### src/verilog/selective_wake_regs.vh
// Register offsets, field positions, reset values and timing for the selective wake bank
`ifndef SELECTIVE_WAKE_REGS_VH
`define SELECTIVE_WAKE_REGS_VH

// ----------------------------------------------------------------
// Register offsets (7-bit register addresses)
// ----------------------------------------------------------------
`define SW_ADDR_PAYLOAD_TWO   7'h31
`define SW_ADDR_PAYLOAD_ONE   7'h32
`define SW_ADDR_PAYLOAD_ZERO  7'h33
`define SW_ADDR_FD_CONFIG     7'h34
`define SW_ADDR_OSC_TRIM      7'h38
`define SW_ADDR_OPTIONS       7'h39
`define SW_ADDR_OSC_CAL_HIGH  7'h3a
`define SW_ADDR_OSC_CAL_LOW   7'h3b

// ----------------------------------------------------------------
// Field positions
// ----------------------------------------------------------------
`define SW_FD_ERR_OFF_BIT     5
`define SW_FD_FILT_SKIP_BIT   4
`define SW_FD_GLITCH_MSB      3
`define SW_FD_GLITCH_LSB      1
`define SW_FD_ON_BIT          0
`define SW_TRIM_MSB           6
`define SW_OPT_RX_CHOICE_BIT  7
`define SW_OPT_PRESET_MSB     4
`define SW_TRIM_UNLOCK_CODE   2'h3

// ----------------------------------------------------------------
// Reset values
// ----------------------------------------------------------------
`define SW_RST_PAYLOAD        8'h00
`define SW_RST_FD_CONFIG      6'h00
`define SW_RST_OSC_CAL        8'h00
`define SW_RST_RX_CHOICE      1'h0

// ----------------------------------------------------------------
// Dominant glitch filter timing
// ----------------------------------------------------------------
`define SW_GLITCH_STEP_NS     50
`define SW_GLITCH_LONG_NS     700
`define SW_CLK_PERIOD_NS      20

`endif

### src/verilog/selective_wake_config_regs.v
// Selective wake configuration and status register bank with FD tolerant controls
// Functional notes
// - Three payload byte registers, 8-bit read/write, zero after power-on or soft reset.
// - FD configuration bits 7:6 always read zero.
// - Error counter off bit disables counter only while FD tolerant mode is on.
// - Hardware clears error counter off bit when bus silence timeout expires.
// - Filter skip bit routes received signal around the analog input filter.
// - Dominant glitch filter stays active even when the input filter is skipped.
// - Glitch time codes 0-6 give 50-350 ns, code 7 gives 700 ns.
// - FD configuration bit 0 enables FD tolerant mode.
// - Seven-bit trim field writable only while trim unlock equals 11.
// - Receiver choice bit writable only while trim unlock equals 11.
// - Receiver choice 0 picks low-power receiver, 1 picks standard receiver.
// - Receiver choice resets to 0, the low-power receiver.
// - Two oscillator calibration registers are read-only, zero after reset.
// - Restart clears FD config bits 7:6 and keeps the remaining bits.
// - Trim register clears to zero on reset and loads its preset at the first enabled clock after release or on soft reset.
`timescale 1ns/10ps
`include "selective_wake_regs.vh"

module selective_wake_config_regs #(
  parameter [6:0] TRIM_PRESET     = 7'h40,
  parameter       TRIM_RSV_PRESET = 1'b0,
  parameter [4:0] OPT_RSV_PRESET  = 5'h00
) (
  input  wire       i_clk_sys,
  input  wire       i_arst_n,
  input  wire       i_clk_en,
  input  wire       i_soft_rst,
  input  wire       i_restart,
  input  wire       i_wr_en,
  input  wire       i_rd_en,
  input  wire [6:0] i_addr,
  input  wire [7:0] i_wr_data,
  input  wire [1:0] i_trim_unlock,
  input  wire       i_silence_expired,
  input  wire       i_cal_load,
  input  wire [7:0] i_cal_high,
  input  wire [7:0] i_cal_low,
  input  wire       i_rx_raw,
  input  wire       i_rx_filtered,
  output reg  [7:0] o_rd_data,
  output reg        o_rd_valid,
  output reg  [7:0] o_payload_byte_two,
  output reg  [7:0] o_payload_byte_one,
  output reg  [7:0] o_payload_byte_zero,
  output reg        o_fd_tolerant_on,
  output reg        o_error_counter_off,
  output reg  [3:0] o_glitch_cycles,
  output reg        o_rx_to_detector,
  output reg        o_wake_receiver_choice,
  output reg  [6:0] o_osc_trim
);

  // ----------------------------------------------------------------
  // Glitch time conversion
  // ----------------------------------------------------------------
  localparam integer STEP_NS = `SW_GLITCH_STEP_NS;
  localparam integer LONG_NS = `SW_GLITCH_LONG_NS;
  localparam integer PER_NS  = `SW_CLK_PERIOD_NS;

  // Reserved bits that always read zero; nothing stores them, so restart clears them too
  localparam [1:0] FD_RSV_READ  = 2'b00;
  localparam [1:0] OPT_RSV_READ = 2'b00;

  // Glitch code to filter time in ns, then whole cycles rounded up
  function [5:0] glitch_cycles;
    input [2:0] code;
    integer     ns;
    integer     cyc;
    begin
      case (code)
        3'h7:    ns = LONG_NS;
        default: ns = (code + 1) * STEP_NS;
      endcase
      // Round up so the filter is never shorter than the chosen time
      cyc           = (ns + PER_NS - 1) / PER_NS;
      glitch_cycles = cyc[5:0];
    end
  endfunction

  // Address match, shared by the write and read decoders
  function reg_sel;
    input [6:0] addr;
    input [6:0] target;
    begin
      reg_sel = (addr == target);
    end
  endfunction

  // ----------------------------------------------------------------
  // Storage
  // ----------------------------------------------------------------
  // Stored fields
  reg  [7:0] payload_two_r;
  reg  [7:0] payload_one_r;
  reg  [7:0] payload_zero_r;
  reg        err_off_r;
  reg        filt_skip_r;
  reg  [2:0] glitch_code_r;
  reg        fd_on_r;
  reg  [6:0] trim_r;
  reg        trim_rsv_r;
  reg        rx_choice_r;
  reg  [4:0] opt_rsv_r;
  reg  [7:0] cal_high_r;
  reg  [7:0] cal_low_r;
  // Preset loaded flag and glitch filter state
  reg        preset_done_r;
  reg  [5:0] glitch_cnt_r;
  reg        rx_held_r;

  // Decode, path and read nets
  wire       unlocked;
  wire       wr_payload_two;
  wire       wr_payload_one;
  wire       wr_payload_zero;
  wire       wr_fd;
  wire       wr_trim;
  wire       wr_opt;
  wire       rx_path;
  wire [5:0] glitch_limit;
  reg  [7:0] rd_nxt;

  // ----------------------------------------------------------------
  // Write decode
  // ----------------------------------------------------------------
  assign unlocked        = (i_trim_unlock == `SW_TRIM_UNLOCK_CODE);
  assign wr_payload_two  = i_wr_en && reg_sel(i_addr, `SW_ADDR_PAYLOAD_TWO);
  assign wr_payload_one  = i_wr_en && reg_sel(i_addr, `SW_ADDR_PAYLOAD_ONE);
  assign wr_payload_zero = i_wr_en && reg_sel(i_addr, `SW_ADDR_PAYLOAD_ZERO);
  assign wr_fd           = i_wr_en && reg_sel(i_addr, `SW_ADDR_FD_CONFIG);
  assign wr_trim         = i_wr_en && reg_sel(i_addr, `SW_ADDR_OSC_TRIM);
  assign wr_opt          = i_wr_en && reg_sel(i_addr, `SW_ADDR_OPTIONS);

  // ----------------------------------------------------------------
  // Receive path into the dominant glitch filter
  // ----------------------------------------------------------------
  // Skip the analog filter when requested
  assign rx_path      = filt_skip_r ? i_rx_raw : i_rx_filtered;
  assign glitch_limit = glitch_cycles(glitch_code_r);

  // ----------------------------------------------------------------
  // Payload bytes: reset to zero, restart leaves them alone
  // ----------------------------------------------------------------
  always @(posedge i_clk_sys or negedge i_arst_n) begin
    if (!i_arst_n) begin
      payload_two_r  <= `SW_RST_PAYLOAD;
      payload_one_r  <= `SW_RST_PAYLOAD;
      payload_zero_r <= `SW_RST_PAYLOAD;
    end else if (i_clk_en) begin
      if (i_soft_rst) begin
        payload_two_r  <= `SW_RST_PAYLOAD;
        payload_one_r  <= `SW_RST_PAYLOAD;
        payload_zero_r <= `SW_RST_PAYLOAD;
      // Soft reset outranks a write in the same cycle
      end else if (wr_payload_two) begin
        payload_two_r  <= i_wr_data;
      end else if (wr_payload_one) begin
        payload_one_r  <= i_wr_data;
      end else if (wr_payload_zero) begin
        payload_zero_r <= i_wr_data;
      end
    end
  end

  // ----------------------------------------------------------------
  // FD configuration; bits 7:6 are not stored, restart keeps the rest
  // ----------------------------------------------------------------
  always @(posedge i_clk_sys or negedge i_arst_n) begin
    if (!i_arst_n) begin
      {err_off_r, filt_skip_r, glitch_code_r, fd_on_r} <= `SW_RST_FD_CONFIG;
    end else if (i_clk_en) begin
      if (i_soft_rst) begin
        {err_off_r, filt_skip_r, glitch_code_r, fd_on_r} <= `SW_RST_FD_CONFIG;
      end else begin
        // Plain read/write fields
        if (wr_fd) begin
          filt_skip_r   <= i_wr_data[`SW_FD_FILT_SKIP_BIT];
          glitch_code_r <= i_wr_data[`SW_FD_GLITCH_MSB:`SW_FD_GLITCH_LSB];
          fd_on_r       <= i_wr_data[`SW_FD_ON_BIT];
        end
        // Silence timeout clear wins over a software write
        if (i_silence_expired) begin
          err_off_r <= 1'b0;
        end else if (wr_fd) begin
          err_off_r <= i_wr_data[`SW_FD_ERR_OFF_BIT];
        end
      end
    end
  end

  // ----------------------------------------------------------------
  // Trim and options; preset loaded after reset release and again on every soft reset
  // ----------------------------------------------------------------
  always @(posedge i_clk_sys or negedge i_arst_n) begin
    if (!i_arst_n) begin
      trim_r        <= 7'h00;
      trim_rsv_r    <= 1'b0;
      opt_rsv_r     <= 5'h00;
      rx_choice_r   <= `SW_RST_RX_CHOICE;
      preset_done_r <= 1'b0;
    end else if (i_clk_en) begin
      if (!preset_done_r || i_soft_rst) begin
        trim_r        <= TRIM_PRESET;
        trim_rsv_r    <= TRIM_RSV_PRESET;
        opt_rsv_r     <= OPT_RSV_PRESET;
        rx_choice_r   <= `SW_RST_RX_CHOICE;
        preset_done_r <= 1'b1;
      end else begin
        // Reserved bits take any write, locked or not, so a write replaces their presets
        if (wr_trim) begin
          trim_rsv_r <= i_wr_data[7];
          if (unlocked) begin
            trim_r <= i_wr_data[`SW_TRIM_MSB:0];
          end
        end
        // Receiver choice is locked like the trim field
        if (wr_opt) begin
          opt_rsv_r <= i_wr_data[`SW_OPT_PRESET_MSB:0];
          if (unlocked) begin
            rx_choice_r <= i_wr_data[`SW_OPT_RX_CHOICE_BIT];
          end
        end
      end
    end
  end

  // ----------------------------------------------------------------
  // Calibration status, read-only to software
  // ----------------------------------------------------------------
  always @(posedge i_clk_sys or negedge i_arst_n) begin
    if (!i_arst_n) begin
      cal_high_r <= `SW_RST_OSC_CAL;
      cal_low_r  <= `SW_RST_OSC_CAL;
    end else if (i_clk_en) begin
      if (i_soft_rst) begin
        cal_high_r <= `SW_RST_OSC_CAL;
        cal_low_r  <= `SW_RST_OSC_CAL;
      // Values come from the calibration logic, never from writes
      end else if (i_cal_load) begin
        cal_high_r <= i_cal_high;
        cal_low_r  <= i_cal_low;
      end
    end
  end

  // ----------------------------------------------------------------
  // Dominant glitch filter, always in the path after the skip mux
  // ----------------------------------------------------------------
  always @(posedge i_clk_sys or negedge i_arst_n) begin
    if (!i_arst_n) begin
      glitch_cnt_r <= 6'h00;
      rx_held_r    <= 1'b1;
    end else if (i_clk_en) begin
      // Count cycles that disagree with the held level; agreement restarts
      if (rx_path == rx_held_r) begin
        glitch_cnt_r <= 6'h00;
      end else if (glitch_cnt_r + 6'h01 >= glitch_limit) begin
        rx_held_r    <= rx_path;
        glitch_cnt_r <= 6'h00;
      end else begin
        glitch_cnt_r <= glitch_cnt_r + 6'h01;
      end
    end
  end

  // ----------------------------------------------------------------
  // Read decode
  // ----------------------------------------------------------------
  always @* begin
    // Unmapped addresses read zero
    rd_nxt = 8'h00;
    if (reg_sel(i_addr, `SW_ADDR_PAYLOAD_TWO)) begin
      rd_nxt = payload_two_r;
    end else if (reg_sel(i_addr, `SW_ADDR_PAYLOAD_ONE)) begin
      rd_nxt = payload_one_r;
    end else if (reg_sel(i_addr, `SW_ADDR_PAYLOAD_ZERO)) begin
      rd_nxt = payload_zero_r;
    end else if (reg_sel(i_addr, `SW_ADDR_FD_CONFIG)) begin
      rd_nxt = {FD_RSV_READ, err_off_r, filt_skip_r, glitch_code_r, fd_on_r};
    end else if (reg_sel(i_addr, `SW_ADDR_OSC_TRIM)) begin
      rd_nxt = {trim_rsv_r, trim_r};
    end else if (reg_sel(i_addr, `SW_ADDR_OPTIONS)) begin
      rd_nxt = {rx_choice_r, OPT_RSV_READ, opt_rsv_r};
    end else if (reg_sel(i_addr, `SW_ADDR_OSC_CAL_HIGH)) begin
      rd_nxt = cal_high_r;
    end else if (reg_sel(i_addr, `SW_ADDR_OSC_CAL_LOW)) begin
      rd_nxt = cal_low_r;
    end
  end

  // ----------------------------------------------------------------
  // Read port outputs
  // ----------------------------------------------------------------
  always @(posedge i_clk_sys or negedge i_arst_n) begin
    if (!i_arst_n) begin
      o_rd_data  <= 8'h00;
      o_rd_valid <= 1'b0;
    end else if (i_clk_en) begin
      // Valid pulses once per read; data holds until the next read
      o_rd_valid <= i_rd_en;
      if (i_rd_en) begin
        o_rd_data <= rd_nxt;
      end
    end
  end

  // ----------------------------------------------------------------
  // Field mirror outputs, one cycle behind storage
  // ----------------------------------------------------------------
  always @(posedge i_clk_sys or negedge i_arst_n) begin
    if (!i_arst_n) begin
      o_payload_byte_two     <= 8'h00;
      o_payload_byte_one     <= 8'h00;
      o_payload_byte_zero    <= 8'h00;
      o_fd_tolerant_on       <= 1'b0;
      o_error_counter_off    <= 1'b0;
      o_glitch_cycles        <= 4'h0;
      o_rx_to_detector       <= 1'b1;
      o_wake_receiver_choice <= 1'b0;
      o_osc_trim             <= 7'h00;
    end else if (i_clk_en) begin
      // Payload copies for the frame decoder
      o_payload_byte_two     <= payload_two_r;
      o_payload_byte_one     <= payload_one_r;
      o_payload_byte_zero    <= payload_zero_r;
      // FD tolerant controls; counter off needs FD mode
      o_fd_tolerant_on       <= fd_on_r;
      o_error_counter_off    <= err_off_r && fd_on_r;
      o_glitch_cycles        <= glitch_limit[3:0] > 4'h0 ? glitch_limit[3:0] : 4'h0;
      o_rx_to_detector       <= rx_held_r;
      o_wake_receiver_choice <= rx_choice_r;
      o_osc_trim             <= trim_r;
    end
  end

endmodule

### config.mk
export PLATFORM = sky130hd
export DESIGN_NAME = selective_wake_config_regs
export DESIGN_NICKNAME = d
export VERILOG_FILES = /design/src/verilog/selective_wake_config_regs.v
export VERILOG_INCLUDE_DIRS = /design/src /design/src/verilog
export SDC_FILE = /design/constraint.sdc
export NUM_CORES = 1
export LEC_CHECK = 0
export BUFFER_PORTS_ARGS = -buffer_cell sky130_fd_sc_hd__clkbuf_2
export CAP_MARGIN = 20
export CORE_UTILIZATION = 25
export DETAILED_ROUTE_END_ITERATION = 8
export GPL_TIMING_DRIVEN = 0
export MAX_ROUTING_LAYER = met4
export SLEW_MARGIN = 0
export SYNTH_ARGS = -nofsm -noshare
export SYNTH_HDL_FRONTEND = slang
export SYNTH_SLANG_ARGS = --single-unit
### constraint.sdc
create_clock -name i_clk_sys -period 18.5 [get_ports i_clk_sys]
set_clock_uncertainty 0.05 [all_clocks]
set_input_delay 2.775 -clock i_clk_sys [delete_from_list [all_inputs] [get_ports i_clk_sys]]
set_output_delay 2.775 -clock i_clk_sys [all_outputs]
set_load 0.02 [all_outputs]
==> impl_results.md <==
- First-pass GRT wire length: 33700 µm
- Die width: 171 µm
- Area of the multi-input gates: 3980 µm²
- Syn avg cell area: 9.19 µm²
- Synthesized Nets: 844
- Share of synthesized area occupied by flip-flops and latches: 40.5%
- Cell repeated most along the worst path: ha_1
- Vias/cell: 4.96
- Worst EP required: 18.79 ns
- RSZ-0062 raised after global routing: false
- Pwr per Cell Area: 84.6 nW/µm²
- Fmax: 118 MHz
- Die Ht: 171 µm
- Total number of vias: 6365
- Critical Path Fanout Max: 10
- CP endpoint kind: flop
- Max IR drop VDD: 0.0608 mV
- Hold buffers post-CTS: 0
- Final setup fails: 0
- Clk pwr share: 41.4%
- Internal power contribution: 519 µW
- Worst Setup Slack, final: 10.01 ns
- Critical Path Start Type: flop
- Fill cells: 2931
- GRT Total Usage: 15.3%
- Met2 usage: 23.6%
- Setup TNS: 0 ns
- Worst hold margin: 0.438 ns
- Area Growth Syn to Fin: 21.2%
- FF+latch area: 2910 µm²
- GR Util met3: 2.35%
- Met1 usage: 20.9%
- Setup CP Type: reg2reg
- Global placer's final weighted congestion: 0.890
- Max-slew violations: 0
- DRC Markers: 0
- Cell with the largest stage delay on the worst path: dfrtp_1
- Worst-Margin Slew: 0.758 ns
- Max Cap Viol: 0
- Period utilization: 45.9%
- Die area: 29400 µm²
- Combinational power share: 16.9%
- Post-CTS Setup Inserts: 0
- Most Crowded Layer GR: met2
- P_sw: 216 µW
- Clock Latency Late Sink: 0.41 ns
- Setup crit start: glitch_code_r[0]
- Pre-CTS setup slack: 10.14 ns
- Final Hold Vio Count: 0
- Worst hold path startpoint: opt_rsv_r[2]
- H-Tree Depth: 4
- Commonest cells after routing, fill and taps aside: 114 x dfrtp_1, 96 x nand2_1, 89 x clkbuf_2
- TritonRoute pass-1 iters: 5
- Largest net degree at the start of global routing: 72
- Yosys reg bits: 116
- Layout cells sized above 1: 22.9%
- Total grt overflow: 0
- Slew margin rel.: 49.0%
- Total Wirelength: 21000 µm
- Initial core utilization: 25.6%
- Switching fraction of total power: 29.3%
- Overall power: 735 µW
- Min Tclk post-route: 8.49 ns
- Most common cell after layout, fill and taps aside: dfrtp_1
- Status: finished clean
- Initial antenna violation count: 0
- Reg2reg start: glitch_code_r[0]
- CP peak stage delay: 0.53 ns
- Max Buffers Root-to-Sink: 2
- CTS tree: built
- WL/cell: 16.4 µm
- Post-layout nets: 955
- # clock sinks: 116
- Ys flop type: dfrtp_1
- Vias in the first global route: 6119
- Final ANT Viol Nets: 0
- Root Driver: clkbuf_16
- Core area: 28000 µm²
- Hold Path Class: reg2reg
- LEAKAGE: 3.70 nW
- Floorplan row count: 61
- Mapped Area: 7170 µm²
- I/O pin cnt: 92
- Crit path DAT: 8.77 ns
- Initial DRC count: 401
- Synth warn: 0
- EDFF count, synth: 0
- Worst-path clk slew: 0.06 ns
- Final HPWL DP: 16300 µm
- Port Buffers: 90
- Synth Instances: 780
- Cts repair resizes: 0
- Sequential power share: 41.7%
- N_diodes: 0
- Synth unique cells: 93
- Total CTS buffers: 17
- Ys async rst share: 100%
-- cells by family after synthesis --
group	count (synthesis)	synth area share [%]
simple gates	265	18.4
compound gates	246	23.2
flops	116	40.5
buf+inv	64	3.96
mux	52	8.10
fa+ha+maj	20	3.59
xor+xnor	16	2.16
other cells	1	0.0523
-- power by group through the flow --
| stage | logic, mW | clock network [mW] | registers [mW] |
|---|---|---|---|
| after detailed placement | 0.125 | 0 | 0.311 |
| after global placement | 0.122 | 0 | 0.310 |
| final | 0.124 | 0.304 | 0.307 |
| after global routing | 0.137 | 0.321 | 0.311 |
| after floorplan | 0.0621 | 0 | 0.321 |
| after CTS | 0.126 | 0.311 | 0.307 |
-- critical path, delay by kind of cell (launching register included) --
kind / cells / cell delay (ns)
AO/OA/AOI/OAI: 12 / 2.98
AND/OR/NAND/NOR: 12 / 2.30
adder cells (fa/ha/maj): 5 / 1.46
buffers and inverters: 4 / 0.83
flip-flops: 1 / 0.53
XOR/XNOR: 1 / 0.22
-- final timing paths --
kind	cells past startpoint	to	slack [ns]
max reg2reg	34	glitch_cnt_r[1]	10.01
min	2	opt_rsv_r[2]	0.44
min reg2reg	2	opt_rsv_r[2]	0.44
max in group asynchronous	2	o_fd_tolerant_on	15.47
max	34	glitch_cnt_r[1]	10.01
min in group asynchronous	1	o_payload_byte_two[5]	2.24
-- stage by stage --
stage               area (µm²)  instances  util [%]
finish                    8690       1282      31.0
global route              8690       1282      31.0
CTS                       8690       1282      31.0
detailed placement        8140       1250      29.0
global placement          8090       1248      28.9
floorplan                 7170        780         -
-- cells in the mapped netlist (5+ instances only) --
| cell type | n | area, µm² |
|---|---|---|
| a211oi_1 | 5 | 37.5 |
| a21boi_0 | 5 | 37.5 |
| a21o_1 | 6 | 45.0 |
| a21oi_1 | 84 | 420 |
| a22o_1 | 5 | 43.8 |
| a22oi_1 | 10 | 75.1 |
| a31oi_1 | 8 | 50.1 |
| and2_1 | 6 | 37.5 |
| and3_1 | 7 | 43.8 |
| buf_1 | 6 | 22.5 |
| clkbuf_1 | 29 | 109 |
| dfrtp_1 | 114 | 2850 |
| ha_1 | 19 | 238 |
| inv_1 | 19 | 71.3 |
| mux2_2 | 44 | 495 |
| mux2i_1 | 7 | 70.1 |
| nand2_1 | 96 | 360 |
| nand2b_1 | 20 | 125 |
| nand3_1 | 21 | 105 |
| nand4_1 | 7 | 43.8 |
| nor2_1 | 54 | 203 |
| nor2b_1 | 14 | 87.6 |
| nor3_1 | 11 | 55.1 |
| o21ai_0 | 51 | 255 |
| o221ai_1 | 5 | 43.8 |
| xnor2_1 | 9 | 78.8 |
| xor2_1 | 5 | 43.8 |
-- final cells by class --
class / count / share of cell area (%)
Multi-Input combinational cell: 600 / 45.8
Sequential cell: 116 / 33.4
Timing Repair Buffer: 92 / 5.66
Tap cell: 378 / 5.44
Clock buffer: 19 / 5.10
Buffer: 43 / 2.22
Clock inverter: 13 / 1.28
Inverter: 21 / 1.05
-- sequential cells by signal, summed over array words and instances, names as in the netlist, 3 cells and up --
signal,flops
payload_one_r,8
glitch_code_r,3
cal_low_r,8
opt_rsv_r,5
o_payload_byte_two,8
o_payload_byte_zero,8
payload_zero_r,8
cal_high_r,8
glitch_cnt_r,6
trim_r,7
o_rd_data,8
o_osc_trim,7
o_glitch_cycles,4
payload_two_r,8
o_payload_byte_one,8
-- per-layer routing --
layer	wire, µm	part of all wire, %
met1	9800	47
met2	9740	46
met3	1120	5.3
met4	301	1.4
met5	0	0
Note: power is estimated with default switching activity, not from simulation.
